$ cat src/rtl/hsc_pkg.sv
// Shared constants for receive status stacking and transmit byte-count pacing
package hsc_pkg;
	// Register byte offsets on APB
	localparam logic [7:0] OFF_RBC_LO   = 8'h00;
	localparam logic [7:0] OFF_RBC_HI   = 8'h04;
	localparam logic [7:0] OFF_FRAME_ST = 8'h08;
	localparam logic [7:0] OFF_INT_SRC  = 8'h0C;
	localparam logic [7:0] OFF_RESIDUE  = 8'h10;
	localparam logic [7:0] OFF_TX_LEN   = 8'h14;
	localparam logic [7:0] OFF_INT_EN   = 8'h18;
	localparam logic [7:0] OFF_TX_THR   = 8'h1C;
	localparam logic [7:0] OFF_STATUS   = 8'h20;

	// Sizes
	localparam int STACK_DEPTH = 4;
	localparam int TX_FIFO_DEPTH = 16;
	localparam int ERR_W = 6;
	localparam int ENTRY_W = 28;

	// Stack entry field positions
	localparam int ENT_BC_LSB  = 0;
	localparam int ENT_ERR_LSB = 16;
	localparam int ENT_ADR_LSB = 22;
	localparam int ENT_RES_LSB = 25;

	// Frame status error bit positions
	localparam int ERR_ABORT   = 0;
	localparam int ERR_NONINT  = 1;
	localparam int ERR_CRC     = 2;
	localparam int ERR_SHORT   = 3;
	localparam int ERR_LONG    = 4;
	localparam int ERR_OVERRUN = 5;

	// Interrupt source bit positions
	localparam int ISR_VALID_RX = 3;
	localparam int ISR_VALID_TX = 4;
	localparam int ISR_FS_ERR   = 5;

	// Address detector identity codes
	localparam logic [2:0] ADR_NO_PACKET = 3'h6;

	// Read-clear flags of the head entry
	localparam int CLR_HI  = 0;
	localparam int CLR_FS  = 1;
	localparam int CLR_ISR = 2;
	localparam int CLR_RES = 3;

	// Values after reset
	localparam logic [15:0] RST_TX_LEN = 16'h0000;
	localparam logic [7:0]  RST_INT_EN = 8'h00;
	localparam logic [4:0]  RST_TX_THR = 5'h00;

	// Transmit packet phase
	typedef enum logic [1:0]
	{
		TX_IDLE  = 2'b00,
		TX_FILL  = 2'b01,
		TX_DRAIN = 2'b10
	} hsc_tx_e;
endpackage : hsc_pkg

$ cat src/rtl/hsc_top.sv
// Receive status stack and transmit byte-count pacing with APB registers
//
// Implementation choices: register access over APB and the register offsets.
`timescale 1ns/1ps
module hsc_top #(
	parameter int LEN_W = 16
) (
	// Clock and reset
	input  wire logic        ref_clk,
	input  wire logic        rst_n,
	input  wire logic        clk_en,
	// APB slave
	input  wire logic        psel,
	input  wire logic        penable,
	input  wire logic        pwrite,
	input  wire logic [7:0]  paddr,
	input  wire logic [31:0] pwdata,
	output logic      [31:0] prdata,
	output logic             pready,
	output logic             pslverr,
	// Receiver packet end and status
	input  wire logic        rx_pkt_end,
	input  wire logic        rx_overrun,
	input  wire logic [15:0] rx_byte_cnt,
	input  wire logic [4:0]  rx_frame_err,
	input  wire logic [2:0]  rx_addr_id,
	input  wire logic [2:0]  rx_residue,
	input  wire logic        rx_last_byte_out,
	input  wire logic        rx_dma_raw,
	output logic             rx_blocked,
	output logic             rx_hunt,
	output logic             rx_dma_request,
	// Transmit FIFO side
	input  wire logic        tx_fifo_wr,
	input  wire logic [4:0]  tx_fifo_level,
	input  wire logic        tx_fifo_full,
	input  wire logic        tx_fifo_empty,
	input  wire logic        tx_last_to_shift,
	output logic             tx_dma_request,
	output logic             tx_start_flag,
	output logic             tx_last_byte_mark,
	// Interrupt pin
	output logic             link_ctrl_irq_out
);
	localparam int CW = $clog2(hsc_pkg::STACK_DEPTH+1);

	// Address decode helper
	function automatic logic hsc_hit(input logic [7:0] a, input logic [7:0] off);
		hsc_hit = (a == off);
	endfunction : hsc_hit

	// Register state
	logic [31:0]          prdata_q;
	logic                 pready_q;
	logic                 pslverr_q;
	logic [LEN_W-1:0]     len_q;
	logic [LEN_W-1:0]     tbc_q;
	logic [LEN_W-1:0]     tbc_d;
	logic [7:0]           en_q;
	logic [4:0]           thr_q;
	logic [3:0]           clr_q;
	logic [CW-1:0]        drained_q;
	logic                 blocked_q;
	logic                 hunt_q;
	logic                 eop_hold_q;
	logic                 rxdma_q;
	logic                 sent_q;
	logic                 irq_q;
	logic                 fill_hold_q;
	logic                 fill_hold_d;
	logic                 txdma_q;
	logic                 start_q;
	logic                 mark_q;
	hsc_pkg::hsc_tx_e     tx_st_q;
	hsc_pkg::hsc_tx_e     tx_st_d;

	// Bus phases
	logic                 setup_rd;
	logic                 acc_wr;
	logic                 mapped;
	logic [31:0]          rdata;
	// Stack signals
	logic [hsc_pkg::ENTRY_W-1:0] entry_in;
	logic [hsc_pkg::ENTRY_W-1:0] head;
	logic [CW-1:0]        stk_cnt;
	logic                 stk_full;
	logic                 stk_empty;
	logic                 push;
	logic                 pop;
	logic                 vis;
	logic [5:0]           err_all;
	// Head fields
	logic [15:0]          h_bc;
	logic [5:0]           h_err;
	logic [2:0]           h_adr;
	logic [2:0]           h_res;
	logic [7:0]           isr_bits;
	// Access strobes and next-state signals
	logic                 rd_lo;
	logic                 rd_hi;
	logic                 rd_fs;
	logic                 rd_isr;
	logic                 rd_res;
	logic                 wr_len;
	logic                 tx_wr_ok;
	logic                 open_q;
	logic                 rd_vis_q;
	logic                 acc_rd;
	logic                 head_live;
	logic                 drain_inc;
	logic [CW-1:0]        drained_d;
	logic                 blocked_d;
	logic                 eop_hold_d;
	logic                 sent_d;
	logic [3:0]           clr_d;
	logic                 load_now;
	logic                 reload;
	logic                 wr_en;
	logic                 wr_thr;

	// Status queue, oldest entry at the head
	hsc_stack #(
		.W     (hsc_pkg::ENTRY_W),
		.DEPTH (hsc_pkg::STACK_DEPTH)
	) u_stack (
		.ref_clk (ref_clk),
		.rst_n   (rst_n),
		.clk_en  (clk_en),
		.push    (push),
		.pop     (pop),
		.din     (entry_in),
		.dout    (head),
		.count   (stk_cnt),
		.full    (stk_full),
		.empty   (stk_empty)
	);

	// Bus phases: answer one cycle into access, effect at completion
	assign setup_rd = psel && penable && !pready_q;
	assign acc_wr   = psel && penable && pready_q && pwrite && !pslverr_q;
	assign acc_rd   = psel && penable && pready_q && !pwrite && !pslverr_q;
	assign mapped   = hsc_hit(paddr, hsc_pkg::OFF_RBC_LO) || hsc_hit(paddr, hsc_pkg::OFF_RBC_HI)
	               || hsc_hit(paddr, hsc_pkg::OFF_FRAME_ST) || hsc_hit(paddr, hsc_pkg::OFF_INT_SRC)
	               || hsc_hit(paddr, hsc_pkg::OFF_RESIDUE) || hsc_hit(paddr, hsc_pkg::OFF_TX_LEN)
	               || hsc_hit(paddr, hsc_pkg::OFF_INT_EN) || hsc_hit(paddr, hsc_pkg::OFF_TX_THR)
	               || hsc_hit(paddr, hsc_pkg::OFF_STATUS);

	// Access strobes
	assign rd_lo  = acc_rd && hsc_hit(paddr, hsc_pkg::OFF_RBC_LO);
	assign rd_hi  = acc_rd && hsc_hit(paddr, hsc_pkg::OFF_RBC_HI);
	assign rd_fs  = acc_rd && hsc_hit(paddr, hsc_pkg::OFF_FRAME_ST);
	assign rd_isr = acc_rd && hsc_hit(paddr, hsc_pkg::OFF_INT_SRC);
	assign rd_res = acc_rd && hsc_hit(paddr, hsc_pkg::OFF_RESIDUE);
	assign wr_len = acc_wr && hsc_hit(paddr, hsc_pkg::OFF_TX_LEN);
	assign wr_en  = acc_wr && hsc_hit(paddr, hsc_pkg::OFF_INT_EN);
	assign wr_thr = acc_wr && hsc_hit(paddr, hsc_pkg::OFF_TX_THR);

	// Incoming entry and head fields
	assign err_all  = {rx_overrun, rx_frame_err};
	assign entry_in = {rx_residue, rx_addr_id, err_all, rx_byte_cnt};
	assign push     = rx_pkt_end && !blocked_q;
	assign pop      = rd_lo && rd_vis_q;
	assign h_bc     = head[hsc_pkg::ENT_BC_LSB +: 16];
	assign h_err    = head[hsc_pkg::ENT_ERR_LSB +: hsc_pkg::ERR_W];
	assign h_adr    = head[hsc_pkg::ENT_ADR_LSB +: 3];
	assign h_res    = head[hsc_pkg::ENT_RES_LSB +: 3];
	assign vis      = (drained_q != '0);

	// Interrupt source, one read clears it all
	assign head_live = vis && !clr_q[hsc_pkg::CLR_ISR];
	assign isr_bits  = {2'b00, head_live && (h_err != '0), sent_q, head_live && (h_err == '0),
	                    (head_live ? h_adr : hsc_pkg::ADR_NO_PACKET)};

	// Read data select
	always_comb
	begin
		rdata = 32'h0000_0000;
		case (paddr)
			hsc_pkg::OFF_RBC_LO:   rdata[7:0] = vis ? h_bc[7:0] : 8'h00;
			hsc_pkg::OFF_RBC_HI:   rdata[7:0] = (vis && !clr_q[hsc_pkg::CLR_HI]) ? h_bc[15:8] : 8'h00;
			hsc_pkg::OFF_FRAME_ST: rdata[5:0] = (vis && !clr_q[hsc_pkg::CLR_FS]) ? h_err : 6'h00;
			hsc_pkg::OFF_INT_SRC:  rdata[7:0] = isr_bits;
			hsc_pkg::OFF_RESIDUE:  rdata[2:0] = (vis && !clr_q[hsc_pkg::CLR_RES]) ? h_res : 3'h0;
			hsc_pkg::OFF_TX_LEN:   rdata[LEN_W-1:0] = len_q;
			hsc_pkg::OFF_INT_EN:   rdata[7:0] = en_q;
			hsc_pkg::OFF_TX_THR:   rdata[4:0] = thr_q;
			hsc_pkg::OFF_STATUS:   rdata[7:0] = {stk_empty, stk_full, tx_st_q, stk_cnt, blocked_q};
			default:               rdata = 32'h0000_0000;
		endcase
	end

	// Bus answer and captured read data
	always_ff @(posedge ref_clk or negedge rst_n)
	begin
		if (!rst_n)
		begin
			pready_q  <= 1'b0;
			pslverr_q <= 1'b0;
			prdata_q  <= 32'h0000_0000;
			rd_vis_q  <= 1'b0;
		end
		else if (clk_en)
		begin
			pready_q  <= setup_rd;
			pslverr_q <= setup_rd && !mapped;
			if (setup_rd)
			begin
				prdata_q <= pwrite ? 32'h0000_0000 : rdata;
				rd_vis_q <= vis;
			end
		end
	end

	// Configuration registers
	always_ff @(posedge ref_clk or negedge rst_n)
	begin
		if (!rst_n)
		begin
			len_q <= LEN_W'(hsc_pkg::RST_TX_LEN);
			en_q  <= hsc_pkg::RST_INT_EN;
			thr_q <= hsc_pkg::RST_TX_THR;
		end
		else if (clk_en)
		begin
			if (wr_len)
				len_q <= pwdata[LEN_W-1:0];
			if (wr_en)
				en_q <= pwdata[7:0];
			if (wr_thr)
				thr_q <= pwdata[4:0];
		end
	end

	// Receive next state; only fields the read saw are cleared
	assign drain_inc  = rx_last_byte_out && (drained_q != stk_cnt);
	assign drained_d  = drained_q + CW'(drain_inc) - CW'(pop);
	assign blocked_d  = (blocked_q && !pop) || (push && !pop && (stk_cnt == CW'(hsc_pkg::STACK_DEPTH - 1)));
	assign eop_hold_d = rx_last_byte_out || (eop_hold_q && !rd_lo);
	assign clr_d      = pop ? 4'h0 : (clr_q | ({rd_res, rd_isr, rd_fs, rd_hi} & {4{rd_vis_q}}));
	assign sent_d     = tx_last_to_shift || (sent_q && !(rd_isr && prdata_q[hsc_pkg::ISR_VALID_TX]));

	// Receive state registers
	always_ff @(posedge ref_clk or negedge rst_n)
	begin
		if (!rst_n)
		begin
			drained_q  <= '0;
			clr_q      <= 4'h0;
			blocked_q  <= 1'b0;
			hunt_q     <= 1'b0;
			eop_hold_q <= 1'b0;
			rxdma_q    <= 1'b0;
			sent_q     <= 1'b0;
			irq_q      <= 1'b0;
		end
		else if (clk_en)
		begin
			drained_q  <= drained_d;
			clr_q      <= clr_d;
			blocked_q  <= blocked_d;
			hunt_q     <= blocked_q && pop;
			eop_hold_q <= eop_hold_d;
			rxdma_q    <= rx_dma_raw && !eop_hold_d;
			sent_q     <= sent_d;
			irq_q      <= |(en_q[7:3] & isr_bits[7:3]);
		end
	end

	// Transmit byte counter next value
	assign load_now    = wr_len && tx_fifo_empty && !open_q;
	assign reload      = tx_last_to_shift;
	assign tx_wr_ok    = tx_fifo_wr && (tbc_q != '0);
	assign tbc_d       = load_now ? pwdata[LEN_W-1:0]
	                   : (reload ? len_q : (tx_wr_ok ? tbc_q - 1'b1 : tbc_q));
	assign fill_hold_d = tx_fifo_full || (fill_hold_q && (tx_fifo_level > thr_q));

	// Transmit packet phase
	always_comb
	begin
		tx_st_d = tx_st_q;
		case (tx_st_q)
			hsc_pkg::TX_IDLE:
				if (tbc_d != '0)
					tx_st_d = hsc_pkg::TX_FILL;
			hsc_pkg::TX_FILL:
				if (tbc_d == '0)
					tx_st_d = hsc_pkg::TX_DRAIN;
			hsc_pkg::TX_DRAIN:
				if (reload)
					tx_st_d = (len_q != '0) ? hsc_pkg::TX_FILL : hsc_pkg::TX_IDLE;
			default: tx_st_d = hsc_pkg::TX_IDLE;
		endcase
	end

	// Transmit state registers
	always_ff @(posedge ref_clk or negedge rst_n)
	begin
		if (!rst_n)
		begin
			tbc_q       <= LEN_W'(hsc_pkg::RST_TX_LEN);
			fill_hold_q <= 1'b0;
			tx_st_q     <= hsc_pkg::TX_IDLE;
			txdma_q     <= 1'b0;
			start_q     <= 1'b0;
			mark_q      <= 1'b0;
			open_q      <= 1'b0;
		end
		else if (clk_en)
		begin
			tbc_q       <= tbc_d;
			fill_hold_q <= fill_hold_d;
			tx_st_q     <= tx_st_d;
			txdma_q     <= (tbc_d != '0) && !fill_hold_d;
			start_q     <= tx_fifo_wr && !open_q;
			mark_q      <= tx_wr_ok && (tbc_q == LEN_W'(1));
			open_q      <= (open_q || tx_fifo_wr) && !tx_last_to_shift;
		end
	end

	// Outputs straight from flip-flops
	assign prdata            = prdata_q;
	assign pready            = pready_q;
	assign pslverr           = pslverr_q;
	assign rx_blocked        = blocked_q;
	assign rx_hunt           = hunt_q;
	assign rx_dma_request    = rxdma_q;
	assign tx_dma_request    = txdma_q;
	assign tx_start_flag     = start_q;
	assign tx_last_byte_mark = mark_q;
	assign link_ctrl_irq_out = irq_q;
endmodule : hsc_top

$ cat src/rtl/hsc_stack.sv
// Four-entry first-in first-out queue of received packet status
`timescale 1ns/1ps
module hsc_stack #(
	parameter int W     = 28,
	parameter int DEPTH = 4
) (
	// Clock and reset
	input  wire logic                       ref_clk,
	input  wire logic                       rst_n,
	input  wire logic                       clk_en,
	// Queue ports
	input  wire logic                       push,
	input  wire logic                       pop,
	input  wire logic [W-1:0]               din,
	output logic      [W-1:0]               dout,
	output logic      [$clog2(DEPTH+1)-1:0] count,
	output logic                            full,
	output logic                            empty
);
	localparam int PW = $clog2(DEPTH);
	localparam int CW = $clog2(DEPTH+1);

	logic [W-1:0]  mem_q [DEPTH];
	logic [PW-1:0] wr_q;
	logic [PW-1:0] rd_q;
	logic [CW-1:0] cnt_q;
	logic          do_push;
	logic          do_pop;

	// Push refused when full, pop when empty
	assign do_push = push && (cnt_q != CW'(DEPTH));
	assign do_pop  = pop && (cnt_q != '0);
	assign dout    = mem_q[rd_q];
	assign count   = cnt_q;
	assign full    = (cnt_q == CW'(DEPTH));
	assign empty   = (cnt_q == '0);

	// Entry storage
	always_ff @(posedge ref_clk)
	begin
		if (clk_en && do_push)
			mem_q[wr_q] <= din;
	end

	// Pointers and level
	always_ff @(posedge ref_clk or negedge rst_n)
	begin
		if (!rst_n)
		begin
			wr_q  <= '0;
			rd_q  <= '0;
			cnt_q <= '0;
		end
		else if (clk_en)
		begin
			if (do_push)
				wr_q <= (wr_q == PW'(DEPTH-1)) ? '0 : wr_q + 1'b1;
			if (do_pop)
				rd_q <= (rd_q == PW'(DEPTH-1)) ? '0 : rd_q + 1'b1;
			cnt_q <= cnt_q + CW'(do_push) - CW'(do_pop);
		end
	end
endmodule : hsc_stack

$ cat config.mk
export PLATFORM = sky130hd
export DESIGN_NAME = hsc_top
export DESIGN_NICKNAME = d
export VERILOG_FILES = /design/src/rtl/hsc_pkg.sv /design/src/rtl/hsc_top.sv /design/src/rtl/hsc_stack.sv
export SDC_FILE = /design/constraint.sdc
export NUM_CORES = 1
export LEC_CHECK = 0
export BUFFER_PORTS_ARGS = -buffer_cell sky130_fd_sc_hd__buf_2
export CORE_MARGIN = 2
export CORE_UTILIZATION = 50
export DETAILED_ROUTE_END_ITERATION = 8
export GPL_ROUTABILITY_DRIVEN = 0
export MAX_ROUTING_LAYER = met4
export PLACE_DENSITY = 0.71
export SLEW_MARGIN = 20
export SYNTH_ARGS = -nofsm -noshare
export SYNTH_HDL_FRONTEND = slang
export SYNTH_SLANG_ARGS = --single-unit
export TNS_END_PERCENT = 50
$ cat constraint.sdc
create_clock -name ref_clk -period 6.55 [get_ports ref_clk]
set_input_delay 0.655 -clock ref_clk [delete_from_list [all_inputs] [get_ports ref_clk]]
set_output_delay 0.655 -clock ref_clk [all_outputs]
set_load 0.02 [all_outputs]
# Word-level counts from Yosys, hierarchy flattened
# Memories as Yosys holds them, arrays and structs flattened.
# Cells that the tools add are included.
word_totals:
  reg_bits: 107
  mem_bits_rw: 112
  input_bits: 86
  out_inout_bits: 41
  elab_cells: 173
  mem_count: 1
memory_table:
  columns: ["memory", "words", "width", "rd", "rd_ports_with_merged_regs", "wr", "line_no", "text"]
  rows:
  - ["u_stack.mem_q", 4, 28, 1, 0, 1, "hsc_stack.sv:23", "logic [W-1:0] mem_q [DEPTH];"]
op_classes:
  addsub: 7
  n_lt_le_gt_ge: 1
  eq_ne: 20
  mux: 24
  n_bitwise: 3
  reduce_logical: 92
ops:
  columns: ["cell", "count"]
  rows:
  - ["two-way mux 16 bit", 4]
  - ["nonzero test 16 bit", 3]
  - ["logical AND 1 bit", 44]
  - ["== test 8 x 5 -> 1 bit (second input constant)", 4]
  - ["case mux 3 bit (9 select lines)", 1]
  - ["two-way mux 8 bit", 3]
  - ["== test 16 x 1 -> 1 bit (second input constant)", 1]
  - ["== test 8 x 4 -> 1 bit (second input constant)", 2]
  - ["logical NOT 1 bit", 16]
  - ["logical NOT 16 bit", 1]
  - ["case mux 2 bit (8 select lines)", 1]
  - ["subtractor 16 x 1 -> 16 bit (second input constant)", 1]
  - ["logical OR 1 bit", 13]
  - ["AND reduction 2 bit", 6]
  - ["two-way mux 2 bit", 5]
  - ["case mux 2 bit (5 select lines)", 1]
  - ["== test 8 x 3 -> 1 bit (second input constant)", 1]
  - ["== test 8 x 6 -> 1 bit (second input constant)", 1]
  - ["logical NOT 8 bit", 1]
  - ["case mux 1 bit (7 select lines)", 1]
  - ["adder 3 x 1 -> 3 bit", 2]
  - ["== test 2 bit (second input constant)", 3]
  - ["logical NOT 6 bit", 1]
  - ["two-way mux 3 bit", 2]
  - ["other kinds (22)", 29]

# Depth between registers and ports, before layout
# Gate-level depths: netlist of the first run.
depth:
  ltp_word: 11
  mapped_depth: 14

# By module
# Synthesis of the first run repeated with hierarchy kept, for this count alone.
hier_totals:
  hier_cells: 709
  hier_area_um2: 9452.8
modules_own_cells:
  columns: ["module", "n_inst", "cells_each", "area_each_um2", "seq_area_each_um2"]
  rows:
  - ["hsc_top", 1, 518, 4929.7, 2102.0]
  - ["hsc_stack", 1, 191, 4523.1, 3538.4]

# Worst setup path before layout of the first run
# No wires, ideal clock.
synth_path:
  path_kind: "input port to flip-flop"
  start: "input port paddr[1]"
  end: "register tx_st_q[0]"
  setup_time_ns: 0.127
  arrival_time_ns: 2.922
  required_time_ns: 6.423
  setup_slack_ns: 3.500
  stages: 10
  path_cell_list: "or4_4 > nor4_4 > and4_1 > buf_4 > a311oi_1 > a21o_1 > nor4_1 > o2111ai_1 > o311a_1 > o21bai_1"
synth_between:
  elab_chain_cells: 8
  word_cells_on_any_way: 10
  classes_between: "3 x eq/ne; 1 x mux; 6 x reduce/logical"
synth_rtl:
  columns: ["element", "line_no", "text"]
  rows:
  - ["start: declaration", "hsc_top.sv:16", "input wire logic [7:0] paddr,"]
  - ["== test 8 x 5 -> 1 bit *", "hsc_top.sv:49", "hsc_hit = (a == off);"]
  - ["logical AND 1 bit *", "hsc_top.sv:154", "assign wr_len = acc_wr && hsc_hit(paddr, hsc_pkg::OFF_TX_LEN);"]
  - ["logical AND 1 bit * (2 in series)", "hsc_top.sv:270", "assign load_now = wr_len && tx_fifo_empty && !open_q;"]
  - ["two-way mux 16 bit *", "hsc_top.sv:273", "assign tbc_d = load_now ? pwdata[LEN_W-1:0]"]
  - ["logical NOT 16 bit or nonzero test 16 bit (tied branches)", "hsc_top.sv:286, hsc_top.sv:283", null]
  - ["inequality test 2 bit (no line)", null, null]
  - ["AND reduction 4 bit (no line) *", null, null]
  - ["end signal: assignment", "hsc_top.sv:302", "tx_st_q <= hsc_pkg::TX_IDLE;"]
  - ["end signal: assignment", "hsc_top.sv:312", "tx_st_q <= tx_st_d;"]
  - ["end: declaration", "hsc_top.sv:74", "hsc_pkg::hsc_tx_e tx_st_q;"]
# Every way passes the cells marked *; elsewhere a longest branch is shown, timed or not.
# A chain may end at the register's enable or synchronous reset.

# Worst setup path after layout of the first run
# Same ends and word-level chain as after synthesis.

==> flow_summary_export.csv, run 1 <==
group,metric,value,unit
synth,netlist_instances,732,
critical_path,rr_worst_depth,10,
floorplanning,ios,127,
sta,finClkSkew,0.0183,ns
clocking,cts_buffers,22,
route,vias_per_cell,5.91,
grt,grt_antenna_before_repair,1,
placement,dpl.hpwl,14.9,mm
sta,rsz0062_at_grt,"no",
power_and_ir_drop,power_frac_seq,49.1,%
clocking,clockBufferDepth,3,
finish,final_nets,929,
finish,area_growth,14.5,%
synth,yosysWarnings,0,
placement,io_buffer_count,94,
sta,finalSetupViolations,0,
synth,synth_ff_type,"edfxtp_1",
clocking,htreeDepth,1,
sta,relSlewSlack,30.7,%
sta,period_share,56.2,%
sta,timing.hold.ws,0.111,ns
synth,yosysTopAreaCellShare,35.4,%
synth,syn-cell-area,0.00949,mm^2
power_and_ir_drop,p_leak,4.37,nW
grt,grt_use_total,22.6,%
sta,fin_setup_tns,0,ns
finish,final_cell_mix,"edfxtp_1 (112), buf_2 (93), dfrtp_1 (90)",
synth,async_flop_share,44.8,%
synth,yosys-top-cells-area,"edfxtp_1 (35%), dfrtp_1 (24%), mux4_2 (6.6%), mux2_2 (4.5%), nor2_1 (2.3%)",
clocking,cts-root-buf,"clkbuf_16",
power_and_ir_drop,powerDensity,285,mW/mm^2
route,firstDrtPassIters,7,
critical_path,reg2reg_to,"tx_dma_request",
critical_path,critPathLaunchType,"input pin",
status,status,"finished clean",
critical_path,r2r-start,"tbc_q[0]",
clocking,hold_buffers,0,
synth,ys_types,69,
floorplanning,die_area,0.0201,mm^2
route,drt_wl_total,21.6,mm
grt,overflow,0,
clocking,clkTransAtPathRegs,0.06,ns
power_and_ir_drop,power.internal,2.31,mW
sta,fmax,272,MHz
clocking,cts_tree,"yes",
floorplanning,core_region_area,0.0186,mm^2
critical_path,rrSetupSlack,3.05,ns
floorplanning,die_h,142,um
finish,instances_no_fill,1075,
route,drc,0,
critical_path,slowest_stage,"nand4_1",
sta,worst_slew_pin_slew,1.03,ns
clocking,clk_latency,0.52,ns
power_and_ir_drop,clockPowerShare,39.7,%
sta,finalMaxSlewViolations,0,
placement,dp.cells,1034,
grt,grt_max_degree,63,
critical_path,max_stage_delay,0.72,ns
critical_path,crit_path_end_kind,"flip-flop",
power_and_ir_drop,combPwrFrac,11.2,%
grt,grt_pass1_vias,6279,
run,maxCapViolations,0,
critical_path,cp.required,6.93,ns
floorplanning,fp.dieW,142,um
critical_path,path_max_fanout,18,
critical_path,worstPathCellList,"buf_2 -> or4_4 -> nor4_2 -> nand4_1 -> nand2_1 -> o22ai_1 -> nor4_1 -> o2111ai_1 -> o311a_1 -> o21bai_1",
floorplanning,start_util,50.9,%
route,route.detailed.wl_per_inst,20.1,um
sta,period_minus_slack,3.68,ns
floorplanning,rows,50,
clocking,cts.sinks,203,
power_and_ir_drop,ir_drop,0.244,mV
finish,layout_commonest_cell,"edfxtp_1",
synth,syn_avg_cell_area,13.0,um^2
synth,synth_area_leader_cell,"edfxtp_1",
power_and_ir_drop,power.switching,792,uW
grt,grt_pass1_wl,34.3,mm
route,ant_nets,0,
finish,drive_above_1_share,25.2,%
clocking,cts_setup_buffers,0,
synth,synth_edf_count,112,
critical_path,crit_arrival,4.06,ns
sta,hold_viol_final,0,
route,vias,6357,
synth,synth_sequential_area_ratio,59.4,%
power_and_ir_drop,swShare,25.5,%
hold_path,hp-class,"input pin to async pin",
critical_path,crit_type,"input pin to flip-flop",
route,drt_iter0_drc,528,
clocking,ctsResizeCount,0,
synth,synth_seq_cells,203,
[through the flow]
stage | total power [mW] | util, % | setup WS (ns) | instance area, um^2
finish | 3.10 | 58.3 | 2.87 | 10900
global route | 3.24 | 58.3 | 2.70 | 10900
CTS | 3.13 | 58.3 | 2.95 | 10900
detailed placement | 1.89 | 54.4 | 2.46 | 10100
global placement | 1.88 | 54.4 | 2.46 | 10100
floorplan | 1.76 | - | 3.50 | 9550
[how the worst max path moves through the flow]
stage / start / to / slack, ns / cells past startpoint
after floorplan: paddr[1] / tx_st_q[0] / 3.50 / 10
after global placement: paddr[1] / tx_st_q[0] / 2.46 / 10
final: paddr[1] / tx_st_q[0] / 2.87 / 10
after detailed placement: paddr[1] / tx_dma_request / 2.46 / 10
after global routing: paddr[1] / tx_st_q[0] / 2.70 / 10
after CTS: paddr[1] / tx_st_q[0] / 2.95 / 10
[Yosys cell counts (all sizes together) (10+ instances only)]
cell type  instances
and3              10
nor3              14
xnor2             10
mux2              38
buf               21
o21ai             27
nor4              15
inv               26
a31oi             12
clkbuf            25
ha                17
nand3             10
nor2              59
nand2             56
a22o              17
dfrtp             91
a21oi             27
a22oi             13
edfxtp           112
mux4              28
[power groups by stage]
stage                     combinational, mW  sequential [mW]  clock (mW)
after floorplan                       0.231             1.53           0
after global placement                0.335             1.54           0
after CTS                             0.349             1.52        1.26
after detailed placement              0.348             1.55           0
final                                 0.347             1.52        1.23
after global routing                  0.393             1.53        1.31
[sequential cells by signal, summed over array words and instances (netlist names), 2 cells and up]
register / flops
clr_q: 4
tbc_q: 16
tx_st_q: 2
u_stack.rd_q: 2
u_stack.count: 3
u_stack.wr_q: 2
u_stack.mem_q: 112
en_q: 8
len_q: 16
prdata: 16
drained_q: 3
thr_q: 5
[worst max-delay path, delay by kind of cell]
kind	cells	cell delay (ns)
compound gates	4	0.94
simple gates	5	2.34
buf+inv	1	0.10
[final cells by class]
class / count / area [um^2]
tap: 234 / 293
clock buffer: 31 / 604
sequential: 203 / 5640
inverter: 27 / 101
antenna: 1 / 2.50
clock inverter: 9 / 124
timing repair buffer: 99 / 510
fill: 1490 / 7780
multi-input combinational: 471 / 3590
[cell families (layout without fill, tap and decap cells)]
kind of cell	Yosys count	in the layout	share of synthesized area, %
AO/OA/AOI/OAI	138	138	9.94
XOR/XNOR	18	18	1.66
adder cells (fa/ha/maj)	19	19	2.66
buffers and inverters	73	166	3.56
flip-flops	203	203	59.4
multiplexers	67	67	11.3
other	1	17	0.0395
AND/OR/NAND/NOR	213	213	11.5
[layer usage]
metal / vias up / part of all wire (%) / global-route usage [%]
li1: 2941 / - / -
met1: 3178 / 44 / 30.5
met2: 196 / 49 / 36.2
met3: 42 / 4.7 / 3.68
met4: 0 / 2.4 / 5.84
met5: - / 0 / -
Power figures use the tool's default switching activity.
==> run 2: changes to the inputs <==
Clock period 6.55 ns to 3.76 ns, I/O delays scaled along.
==> run 2 against run 1 <==
Against the previous run: sequential power is 74% higher; via count is 0.79% higher; critical endpoint is now tx_st_q[1]; clock power up 61%; die area unchanged.
==> flow_summary_export.csv, run 2 (same netlist as run 1, synthesis figures left out) <==
group,metric,value,unit
status,status,"finished clean",
clocking,hold_buffers,1,
floorplanning,start_util,50.9,%
sta,worst_slew_pin_slew,1.00,ns
sta,fmax,295,MHz
route,met2WireLength,10.5,mm
finish,drive_above_1_share,25.3,%
placement,io_buffer_count,94,
finish,area_growth,14.8,%
hold_path,hp-class,"input pin to flip-flop",
clocking,clk_latency,0.50,ns
finish,instances_no_fill,1090,
sta,fin_setup_tns,0,ns
finish,final_area,0.0109,mm^2
finish,final_cell_mix,"edfxtp_1 (112), buf_2 (93), dfrtp_1 (90)",
finish,regArea,0.00564,mm^2
floorplanning,rows,50,
clocking,ctsResizeCount,0,
critical_path,max_stage_delay,0.51,ns
critical_path,path_buf_inv,0,
route,drt_iter0_drc,564,
clocking,clkTransAtPathRegs,0.06,ns
finish,largest_register_ffs,112,
sta,finalSetupViolations,0,
finish,layout_commonest_cell,"edfxtp_1",
sta,rsz0062_at_grt,"no",
sta,timing.hold.ws,0.0938,ns
grt,grt_antenna_before_repair,2,
sta,period_minus_slack,3.39,ns
power_and_ir_drop,total_power,5.25,mW
power_and_ir_drop,powerDensity,482,mW/mm^2
clocking,cts_buffers,21,
finish,fillCellCount,1517,
finish,final_nets,943,
floorplanning,die_h,142,um
route,vias,6407,
critical_path,rr_worst_depth,9,
clocking,cts_tree,"yes",
clocking,cts.sinks,203,
critical_path,critPathLaunchType,"flip-flop",
grt,grt_pass1_wl,34.5,mm
clocking,clockBufferDepth,3,
finish,top_register,"u_stack.mem_q",
placement,place_ws,0.371,ns
sta,period_share,90.1,%
finish,multiInputGateArea,0.00358,mm^2
hold_path,whs_endpoint,"u_stack.mem_q[2][7]",
floorplanning,die_area,0.0201,mm^2
sta,setup_ws,0.371,ns
route,wl_met1,9.51,mm
critical_path,crit_type,"flip-flop to flip-flop",
run,maxCapViolations,0,
route,firstDrtPassIters,6,
sta,relSlewSlack,32.9,%
route,drt_wl_total,21.8,mm
power_and_ir_drop,p_leak,4.42,nW
critical_path,slowest_stage,"nor4_2",
critical_path,crit_arrival,3.78,ns
clocking,cts_setup_buffers,0,
placement,dp.cells,1048,
critical_path,cp.required,4.15,ns
floorplanning,ios,127,
critical_path,worstPathCellList,"nor4_2 -> and4b_1 -> a211oi_1 -> o31ai_1 -> a31oi_1 -> a2111oi_0 -> nand3_1 -> or2_1 -> o41ai_2",
critical_path,r2r-start,"tbc_q[4]",
route,vias_per_cell,5.88,
sta,finClkSkew,0.00650,ns
power_and_ir_drop,ir_drop,0.517,mV
finish,postLayoutCoreUtil,58.5,%
critical_path,rrSetupSlack,0.37,ns
route,route.detailed.wl_per_inst,20.0,um
placement,dpl.hpwl,15.3,mm
floorplanning,fp.dieW,142,um
hold_path,whs_path_depth,1,
sta,finalMaxSlewViolations,0,
route,wl_met3,1.23,mm
route,ant_nets,0,
grt,grt_pass1_vias,6314,
placement,postPlaceCellArea,0.0102,mm^2
grt,grt_use_total,22.9,%
route,drc,0,
clocking,htreeDepth,1,
grt,grt_max_degree,62,
critical_path,crit_path_end_kind,"flip-flop",
floorplanning,core_region_area,0.0186,mm^2
critical_path,cp_top_family,"simple AND/OR/NAND/NOR gates",
clocking,cts-root-buf,"clkbuf_16",
grt,overflow,0,
hold_path,hp-start,"rx_byte_cnt[7]",
critical_path,path_max_fanout,6,
route,highest_layer,"met4",
critical_path,reg2reg_to,"tx_st_q[1]",
sta,hold_viol_final,0,
-- run 2: cell count changes in the layout (fill, tap and decap cells not counted), sizes merged, moves of 2 or more --
cell	previous run	this run
clkinvlp	2	0
clkbuf	31	34
clkinv	6	3
diode	1	3
buf	99	113
-- run 2: routing by layer --
layer  GRT usage (%)  vias to the layer above
met1            31.4                     3166
met2            35.6                      232
met4            7.21                        0
li1                -                     2967
met5               -                        -
met3            3.51                       42
-- run 2: how the worst max path moves through the flow --
stage	endpoint	from	depth (start not counted)
after floorplan	tx_st_q[0]	tbc_q[0]	10
after global placement	tx_st_q[0]	paddr[1]	11
after detailed placement	tx_st_q[1]	paddr[1]	11
after CTS	tx_st_q[1]	tbc_q[0]	10
after global routing	tx_st_q[1]	tbc_q[0]	10
final	tx_st_q[1]	tbc_q[4]	9
-- run 2: area by class of cell --
cell class / count / share of cell area, %
Sequential cell: 203 / 51.8
Multi-Input combinational cell: 471 / 32.8
Timing Repair Buffer: 114 / 5.74
Clock buffer: 34 / 5.55
Tap cell: 234 / 2.69
Inverter: 27 / 0.930
Clock inverter: 4 / 0.436
Antenna cell: 3 / 0.0689
-- run 2: power breakdown --
group | leakage (nW) | total (mW) | internal (mW) | switching, mW
combinational | 1.90 | 0.621 | 0.243 | 0.378
sequential | 2.20 | 2.65 | 2.52 | 0.136
clock | 0.316 | 1.98 | 1.17 | 0.813
-- run 2: worst reg2reg max path: cells and delay by family (launching register included) --
kind | cells | cell delay (ns)
AOI/OAI and AO/OA | 5 | 1.38
DFF | 1 | 0.45
and+or+nand+nor | 4 | 1.47
==> run 3: changes to the inputs <==
Settings changed: CORE_ASPECT_RATIO set to 1.75.
==> run 3 against run 2 <==
Against the previous run: global-route usage rose by 0.60 points; register-to-register slack gained 0.09 ns; critical path depth is 1 higher; utilization rose by 0.33 points; clock-buffer cell count down 6; highest routed layer unchanged.
==> flow_summary_export.csv, run 3 (same netlist as run 1, synthesis figures left out) <==
group,metric,value,unit
finish,multiInputGateArea,0.00358,mm^2
sta,finalMaxSlewViolations,0,
route,ant_nets,0,
sta,finalSetupViolations,0,
critical_path,worstPathCellList,"inv_1 -> ha_1 -> or4b_1 -> o31ai_1 -> xnor2_1 -> o21ai_0 -> a2111oi_0 -> nand3_1 -> or2_1 -> a22o_1",
grt,grt_pass1_wl,34.7,mm
critical_path,max_stage_delay,0.50,ns
sta,setup_ws,0.465,ns
sta,worst_slew_pin_slew,0.943,ns
clocking,clk_latency,0.50,ns
sta,timing.hold.ws,0.0880,ns
floorplanning,fp.dieW,108,um
grt,grt_pass1_vias,6332,
placement,place_ws,0.477,ns
grt,grt_antenna_before_repair,0,
sta,relSlewSlack,36.6,%
finish,fillCellCount,1526,
placement,dpl.hpwl,16.4,mm
finish,postLayoutCoreUtil,58.8,%
critical_path,cp.required,4.14,ns
finish,regArea,0.00564,mm^2
floorplanning,ios,127,
sta,period_minus_slack,3.30,ns
clocking,cts.sinks,203,
grt,grt_use_total,23.5,%
sta,period_share,87.6,%
route,vias_per_cell,5.87,
run,maxCapViolations,0,
grt,grt_use_met3,3.14,%
floorplanning,die_area,0.0201,mm^2
route,drc,0,
finish,area_growth,15.1,%
floorplanning,start_util,51.1,%
finish,n_antenna_cell,0,
floorplanning,core_region_area,0.0186,mm^2
finish,instances_no_fill,1092,
power_and_ir_drop,ir_drop,0.373,mV
route,route.detailed.wl_per_inst,20.6,um
route,vias,6415,
floorplanning,die_h,186,um
route,firstDrtPassIters,5,
placement,postPlaceCellArea,0.0103,mm^2
finish,final_cell_mix,"edfxtp_1 (112), buf_2 (93), dfrtp_1 (90)",
critical_path,critPathLaunchType,"flip-flop",
power_and_ir_drop,powerDensity,481,mW/mm^2
grt,overflow,0,
grt,use_met1,26.3,%
hold_path,hp-class,"input pin to flip-flop",
sta,finClkSkew,0.0135,ns
grt,busiest_layer,"met2",
finish,largest_register_ffs,112,
power_and_ir_drop,total_power,5.26,mW
route,drt_iter0_drc,428,
placement,io_buffer_count,94,
clocking,cts_tree,"yes",
finish,layout_commonest_cell,"edfxtp_1",
critical_path,crit_arrival,3.68,ns
route,drt_wl_total,22.5,mm
clocking,clkTransAtPathRegs,0.06,ns
grt,grt_use_met2,40.8,%
sta,fin_setup_tns,0,ns
clocking,cts_buffers,20,
finish,top_register,"u_stack.mem_q",
critical_path,slowest_stage,"or4b_1",
sta,hold_viol_final,0,
finish,drive_above_1_share,26.0,%
clocking,clockBufferDepth,3,
finish,final_area,0.0109,mm^2
finish,final_nets,945,
clocking,cts-root-buf,"clkbuf_16",
grt,grt_max_degree,61,
sta,rsz0062_at_grt,"no",
critical_path,crit_type,"flip-flop to flip-flop",
critical_path,path_max_fanout,4,
floorplanning,rows,66,
placement,dp.cells,1055,
status,status,"finished clean",
sta,fmax,303,MHz
clocking,htreeDepth,1,
power_and_ir_drop,p_leak,4.43,nW
critical_path,crit_path_end_kind,"flip-flop",
run 3: critical path: cells and delay by family (launching register included):
kind | cells | cell delay (ns)
compound gates | 4 | 1.33
xor+xnor | 1 | 0.17
fa+ha+maj | 1 | 0.17
buf+inv | 1 | 0.13
flops | 1 | 0.40
simple gates | 3 | 0.98
run 3: repair_timing:
item / CTS / global route
hold endpoints to repair: 21 / 0
resized for setup: 0 / 0
setup buffers: 0 / 0
hold buffers: 1 / 0
run 3: worst paths after layout:
kind,to,from,cells past startpoint,slack (ns)
max in group asynchronous,len_q[13],rst_n,3,2.59
min in group asynchronous,tbc_q[3],rst_n,2,0.31
worst min register to register,rx_dma_request,rx_dma_request,1,0.49
worst max-delay path,tx_dma_request,tbc_q[1],10,0.46
worst min-delay path,u_stack.mem_q[2][18],rx_frame_err[2],1,0.09
worst max register to register,tx_dma_request,tbc_q[1],10,0.46
run 3: area by class of cell:
class | instances | share of cell area (%)
sequential | 203 | 51.6
multi-input combinational | 471 | 32.7
timing repair buffer | 117 | 5.93
clock buffer | 28 | 5.33
tap | 238 | 2.73
inverter | 27 | 0.928
clock inverter | 8 | 0.687
run 3: power breakdown:
group	switching (mW)	internal (mW)	leakage, nW
clock	0.823	1.15	0.315
combinational	0.375	0.242	1.91
sequential	0.147	2.52	2.20
total	1.35	3.91	4.43
run 3: per-layer routing:
metal	wire [um]	part of all wire [%]	vias up
met5	0	0	-
met4	1220	5.4	0
met3	1160	5.1	72
met2	11900	53	226
met1	8290	37	3149
li1	-	-	2968
